$ cat src/hdl/dsx_map.svh
`ifndef DSX_MAP_SVH
`define DSX_MAP_SVH
// Operation
// - decrement-skip-if-zero reads the addressed file register and subtracts one
// - destination bit 0 writes accumulator, 1 writes back to file register
// - zero result squashes the fetched next instruction, costing two cycles
// - access bit 0 uses access bank, 1 uses bank select register
// - extended set with access bit 0 indexes operands up to 95
// - extended set enables indexed offset for the decrement-skip instructions
// - extended set off: embedded address is a literal bank location
// - indexed mode adds operand to software stack pointer for address
// - software stack pointer of zero reproduces the original access bank mapping
// - push stores program counter plus two on return stack in one cycle
`define DSX_IDX_LIMIT      8'h5F
`define DSX_ACC_SPLIT      8'h60
`define DSX_HI_ACC_BANK    4'hF
`define DSX_PUSH_INC       21'h000002
`define DSX_OP_DSZ         6'h0B
`define DSX_OP_DSNZ        6'h13
`define DSX_OP_PUSH        16'h0005
`define DSX_OP_POP         16'h0006
`define DSX_STACK_DEPTH    31
`define DSX_SP_W           5
`define DSX_OPC_HI         15
`define DSX_OPC_LO         10
`define DSX_D_POS          9
`define DSX_A_POS          8
`define DSX_F_HI           7
`endif

$ cat src/hdl/dsx_pkg.sv
package dsx_pkg;
  typedef enum logic [1:0] {
    DSX_EXEC = 2'b00,
    DSX_SKIP = 2'b01
  } dsx_state_e;
  typedef logic [11:0] dsx_addr_t;
  typedef logic [20:0] dsx_pc_t;
endpackage

$ cat src/hdl/dsx_core.sv
`include "dsx_map.svh"
// instruction slice of the core: executes one instruction word per cycle.
// the data memory itself lives outside; this block forms the effective
// address, takes the read data, and issues the write.
module dsx_core
(
  input  wire logic              ref_clk,
  input  wire logic              resetn,
  input  wire logic              instr_valid,
  input  wire logic [15:0]       instr,
  input  wire dsx_pkg::dsx_pc_t  pc,
  input  wire logic              ext_set_en,
  input  wire logic [3:0]        bank_select_register,
  input  wire logic [11:0]       software_stack_pointer,
  input  wire logic [7:0]        file_rdata,
  output logic [11:0]            file_addr,
  output logic                   file_we,
  output logic [7:0]             file_wdata,
  output logic                   wreg_we,
  output logic [7:0]             wreg_data,
  output logic                   squash,
  output dsx_pkg::dsx_pc_t       return_stack_top,
  output logic [4:0]             stack_level,
  output logic                   stack_over,
  output logic                   stack_under
);

  // ****************************************************
  // reset synchroniser
  // ****************************************************
  logic rst_meta;
  logic rst_n;

  always_ff @(posedge ref_clk or negedge resetn)
  begin
    if (!resetn)
    begin
      rst_meta <= 1'b0;
      rst_n    <= 1'b0;
    end
    else
    begin
      rst_meta <= 1'b1;
      rst_n    <= rst_meta;
    end
  end

  // ****************************************************
  // decode and address formation
  // ****************************************************
  function automatic logic [11:0] eff_addr(
    input logic [7:0]  f,
    input logic        a,
    input logic        ext,
    input logic [3:0]  bank,
    input logic [11:0] fsp
  );
    logic [11:0] r;
    r = {bank, f};
    if (!a)
    begin
      if (ext && f <= `DSX_IDX_LIMIT)
        r = fsp + {4'h0, f};
      else if (f < `DSX_ACC_SPLIT)
        r = {4'h0, f};
      else
        r = {`DSX_HI_ACC_BANK, f};
    end
    return r;
  endfunction

  dsx_pkg::dsx_state_e state;
  dsx_pkg::dsx_state_e next_state;

  wire [5:0] opcode   = instr[`DSX_OPC_HI:`DSX_OPC_LO];
  wire [7:0] fop      = instr[`DSX_F_HI:0];
  wire       live     = instr_valid && (state == dsx_pkg::DSX_EXEC);
  wire       is_dsz   = live && (opcode == `DSX_OP_DSZ);
  wire       is_dsnz  = live && (opcode == `DSX_OP_DSNZ);
  wire       is_dec   = is_dsz || is_dsnz;
  wire       is_push  = live && (instr == `DSX_OP_PUSH);
  wire       is_pop   = live && (instr == `DSX_OP_POP);
  wire       dbit     = instr[`DSX_D_POS];
  wire       abit     = instr[`DSX_A_POS];
  wire [7:0] dec_res  = file_rdata - 8'h01;
  wire       res_zero = (dec_res == 8'h00);
  wire       do_skip  = (is_dsz && res_zero) || (is_dsnz && !res_zero);
  wire [11:0] addr_now = eff_addr(fop, abit, ext_set_en,
                                  bank_select_register,
                                  software_stack_pointer);

  assign next_state = do_skip ? dsx_pkg::DSX_SKIP : dsx_pkg::DSX_EXEC;

  // ****************************************************
  // return stack
  // ****************************************************
  dsx_pkg::dsx_pc_t stk [`DSX_STACK_DEPTH];
  logic [4:0] sp;
  wire  stk_full  = (sp == 5'(`DSX_STACK_DEPTH));
  wire  stk_empty = (sp == 5'h00);
  wire  [4:0] next_sp = is_push && !stk_full ? sp + 5'h01 :
                        is_pop && !stk_empty ? sp - 5'h01 : sp;
  wire  dsx_pkg::dsx_pc_t pc_ret = pc + `DSX_PUSH_INC;
  wire  [4:0] top_idx = next_sp - 5'h01;

  // overflow and underflow are dropped rather than wrapped so the
  // existing entries survive a runaway push or pop
  always_ff @(posedge ref_clk)
  begin
    if (is_push && !stk_full)
      stk[sp] <= pc_ret;
  end

  // ****************************************************
  // state and outputs
  // ****************************************************
  always_ff @(posedge ref_clk or negedge rst_n)
  begin
    if (!rst_n)
    begin
      state       <= dsx_pkg::DSX_EXEC;
      sp          <= 5'h00;
      stack_over  <= 1'b0;
      stack_under <= 1'b0;
    end
    else
    begin
      state       <= next_state;
      sp          <= next_sp;
      stack_over  <= is_push && stk_full;
      stack_under <= is_pop && stk_empty;
    end
  end

  always_ff @(posedge ref_clk or negedge rst_n)
  begin
    if (!rst_n)
    begin
      file_addr  <= 12'h000;
      file_we    <= 1'b0;
      file_wdata <= 8'h00;
      wreg_we    <= 1'b0;
      wreg_data  <= 8'h00;
      squash     <= 1'b0;
      stack_level <= 5'h00;
    end
    else
    begin
      file_addr  <= addr_now;
      file_we    <= is_dec && dbit;
      file_wdata <= dec_res;
      wreg_we    <= is_dec && !dbit;
      wreg_data  <= dec_res;
      squash     <= do_skip;
      stack_level <= next_sp;
    end
  end

  // top of stack is registered from the written value on a push and from
  // the entry below on a pop (zero once empty), to keep outputs straight from flip-flops
  always_ff @(posedge ref_clk or negedge rst_n)
  begin
    if (!rst_n)
      return_stack_top <= 21'h000000;
    else if (is_push && !stk_full)
      return_stack_top <= pc_ret;
    else if (is_pop && !stk_empty)
      return_stack_top <= (next_sp == 5'h00) ? 21'h000000 : stk[top_idx];
  end
endmodule // dsx_core

$ cat config.mk
export PLATFORM = sky130hd
export DESIGN_NAME = dsx_core
export DESIGN_NICKNAME = d
export VERILOG_FILES = /design/src/hdl/dsx_pkg.sv /design/src/hdl/dsx_core.sv
export VERILOG_INCLUDE_DIRS = /design/src /design/src/hdl
export SDC_FILE = /design/constraint.sdc
export NUM_CORES = 1
export LEC_CHECK = 0
export BUFFER_PORTS_ARGS = -buffer_cell sky130_fd_sc_hd__buf_2
export CAP_MARGIN = 20
export CORE_MARGIN = 2
export CORE_UTILIZATION = 43
export DETAILED_ROUTE_END_ITERATION = 16
export GPL_ROUTABILITY_DRIVEN = 0
export HOLD_SLACK_MARGIN = 0.05
export SKIP_LAST_GASP = 1
export SYNTH_ARGS = -nofsm -noshare
export SYNTH_HDL_FRONTEND = slang
export SYNTH_SLANG_ARGS = --single-unit
$ cat constraint.sdc
create_clock -name ref_clk -period 4.7 [get_ports ref_clk]
set_clock_uncertainty 0.05 [all_clocks]
set_input_delay 0.705 -clock ref_clk [delete_from_list [all_inputs] [get_ports ref_clk]]
set_output_delay 0.705 -clock ref_clk [all_outputs]
set_load 0.005 [all_outputs]
==> flow_summary.json <==
{
  "power_per_cell_area_nw_per_um2": 419,
  "hold_path.startpoint": "file_rdata[6]",
  "worst_path_largest_cell_delay_ps": 620,
  "cp_data_arrival_time_ps": 4970,
  "drive_above_1_share": 0.242,
  "hold_depth": 2,
  "path_delay_family": "compound AO/OA/AOI/OAI gates",
  "finish.utilization": 0.513,
  "largest_net_degree_at_the_start_of_global_routing": 93,
  "postCtsSetupRepairBufs": 0,
  "dp.final_hpwl_mm": 46.9,
  "syn_nets": 1893,
  "leakage_nw": 11.8,
  "htree_depth": 3,
  "layout_commonest_cell": "edfxtp_1",
  "grt_pass1_vias": 16997,
  "finalNonFillerCells": 2957,
  "cell_breakdown_of_the_critical_path": "ha_1 -> and3_1 -> ha_1 -> or3_4 -> or2_1 -> buf_4 -> a211oi_1 -> a31o_2 -> ha_4 -> buf_12 -> a211oi_1 -> a311oi_1 -> o21ai_0 -> buf_4 -> and3_1 -> o21ai_1",
  "boundaryPins": 124,
  "setup.worst_path.class": "reg -> reg",
  "post_route_minimum_period_ps": 4480,
  "report.final.hold_viol_count": 0,
  "fp.dieW_um": 263,
  "cts-root-buf": "clkbuf_16",
  "count_of_buffer_and_inverter_cells_on_the_critical_path": 3,
  "maximum_clock_frequency_mhz": 223,
  "yosysUniqueCellTypes": 71,
  "dieArea_um2": 68900,
  "tritoncts": "done",
  "number_of_antenna_violations_at_the_first_check_in_global_routing": 3,
  "routed_wire_length_per_instance_um": 25.8,
  "critPathLaunchType": "flop",
  "async_reset_ff_frac": 0.0753,
  "peakVddDrop_uv": 301,
  "slowest_stage": "a311oi_1",
  "io_buffers": 123,
  "final_max_slew_viol_count": 0,
  "cts.reportedPaths.clkPinSlew_ps": 60,
  "dr_total_vias": 17280,
  "count_of_flip_flops_with_a_built_in_enable_after_synthesis": 651,
  "period_utilization_post_route": 0.953,
  "antenna_violating_nets_left": 0,
  "synthesis.area_um2": 28800,
  "floorplan_die_height_um": 263,
  "setup_viol": 0,
  "synth.area.top_cells": "edfxtp_1 (68%), mux4_2 (5.8%), dfrtp_1 (4.6%)",
  "crit_path_max_fanout": 25,
  "crit_path_start": "stack_level[0]",
  "timing.setup.tns_ps": 0,
  "detail_route.iter0.violations": 1861,
  "wirelength_mm": 76.3,
  "unrepaired_setup_endpoints_after_global_routing": "no",
  "first_pass_drt_iterations": 7,
  "run_status": "finished clean",
  "clk_path_buf_depth": 3,
  "cp-end-kind": "flop",
  "synth.largest_area_cell": "edfxtp_1",
  "reg2reg_setup_slack_ps": 220,
  "cts_buffers": 73,
  "yosys_warnings": 0,
  "drcViolationCount": 0,
  "post-layout-total-power_mw": 14.2,
  "most-common-layout-cells": "edfxtp_1 (651), nand2_1 (252), buf_2 (123), buf_4 (109), clkbuf_16 (75)",
  "r2r-end": "return_stack_top[13]",
  "area_growth_syn_to_layout_pct": 17.7,
  "syn_avg_cell_area_um2": 15.9,
  "ys_ff_latch": 704,
  "hold_path.class": "in -> reg",
  "synth_largest_type_area_fraction": 0.680,
  "gr-total-overflow": 0,
  "placedCellCount": 2818,
  "final_net_count": 2117,
  "synth_flop_cell": "edfxtp_1",
  "grt_use_total": 0.221,
  "worst_skew_pair.late_latency_ps": 610,
  "maxSlewHeadroom": 0.319,
  "fp.coreArea_um2": 66000,
  "rows": 94,
  "via_per_inst": 5.84,
  "worst_r2r_startpoint": "stack_level[0]",
  "measured_slew_at_the_worst_slew_check_pin_ps": 1020,
  "hold_end": "wreg_data[6]",
  "clock-sinks": 704,
  "antenna_cells": 0,
  "starting_density_of_the_core": 0.436,
  "post_synth_inst_count": 1809,
  "first_pass_grt_wire_length_mm": 112,
  "proportion_of_synthesized_chip_area_in_sequential_cells": 0.726,
  "critical_path_required_ps": 5200,
  "timing.reg2reg.worst_path_depth": 16,
  "maxCapViolations": 0
}
-- power breakdown --
| part | internal (mW) | switching [mW] | total [mW] |
|---|---|---|---|
| combinational | 0.656 | 1.02 | 1.67 |
| clock | 3.24 | 2.37 | 5.61 |
| sequential | 6.88 | 0.0155 | 6.89 |
-- final cells by class --
cell class	count	area, µm²
tap	864	1080
sequential	704	20900
fill	5382	32100
timing repair buffer	258	1920
clock inverter	34	290
clock buffer	101	2050
inverter	23	93.8
multi-input combinational	973	7520
-- synthesized netlist by cell type (12+ instances only) --
cell type  number
a211oi_1       67
a22oi_1        33
a311oi_1       62
a31oi_1        23
a32o_1         13
and2_1         64
and3_1         25
buf_2          39
buf_4          14
clkbuf_1       51
dfrtp_1        53
edfxtp_1      651
ha_1           18
inv_1          20
mux2i_1        33
mux4_2         74
nand2_1       252
nand3_1        33
nor2_1         69
nor3_1         19
o21ai_0        26
o21ai_1        18
o21bai_1       16
xnor2_1        24
xor2_1         12
-- registers in the layout (all words and copies together) (netlist names) --
register and cells:
wreg_data 8, file_addr 12, file_we 1, stack_under 1
rst_meta 1, stack_over 1, stack_level 5, stk 651
squash 1, return_stack_top 21, wreg_we 1, rst_n 1
-- worst max-delay path by stage --
stage / to / cells past startpoint
floorplan: return_stack_top[11] / 17
global placement: return_stack_top[18] / 13
detailed placement: return_stack_top[18] / 13
CTS: return_stack_top[18] / 14
global route: return_stack_top[13] / 16
finish: return_stack_top[13] / 16
-- routing by layer --
| layer | up-vias | global-route usage | share of wire |
|---|---|---|---|
| met4 | 4 | 0.0683 | 0.022 |
| met5 | - | 0 | 0.00035 |
| met3 | 100 | 0.0543 | 0.090 |
| met2 | 798 | 0.342 | 0.46 |
| met1 | 8873 | 0.310 | 0.43 |
| li1 | 7505 | - | - |
-- cell families (layout without fill, tap and decap cells) --
group,after synthesis,in the layout,synth area share
mux,108,108,0.0698
other cells,1,1,0.000130
fa+ha+maj,19,19,0.00853
simple gates,503,503,0.0804
flops,704,704,0.726
buf+inv,132,416,0.0215
xor+xnor,41,41,0.0150
compound gates,301,301,0.0786
-- what timing repair did --
| item | 4_1_cts | 5_1_grt |
|---|---|---|
| endpoints found under the hold margin | 2 | 0 |
| resized for setup | 0 | 0 |
| hold buffers | 1 | 0 |
-- per-stage QoR --
step	cell area (µm²)	hold WS, ps	setup WS, ps
after global placement	31400	287	-19.8
final	33800	266	222
after detailed placement	31400	290	-37.9
after global routing	33800	258	57.3
after CTS	33800	238	149
after floorplan	28800	281	40.8
Note: power is estimated with default switching activity, not from simulation.
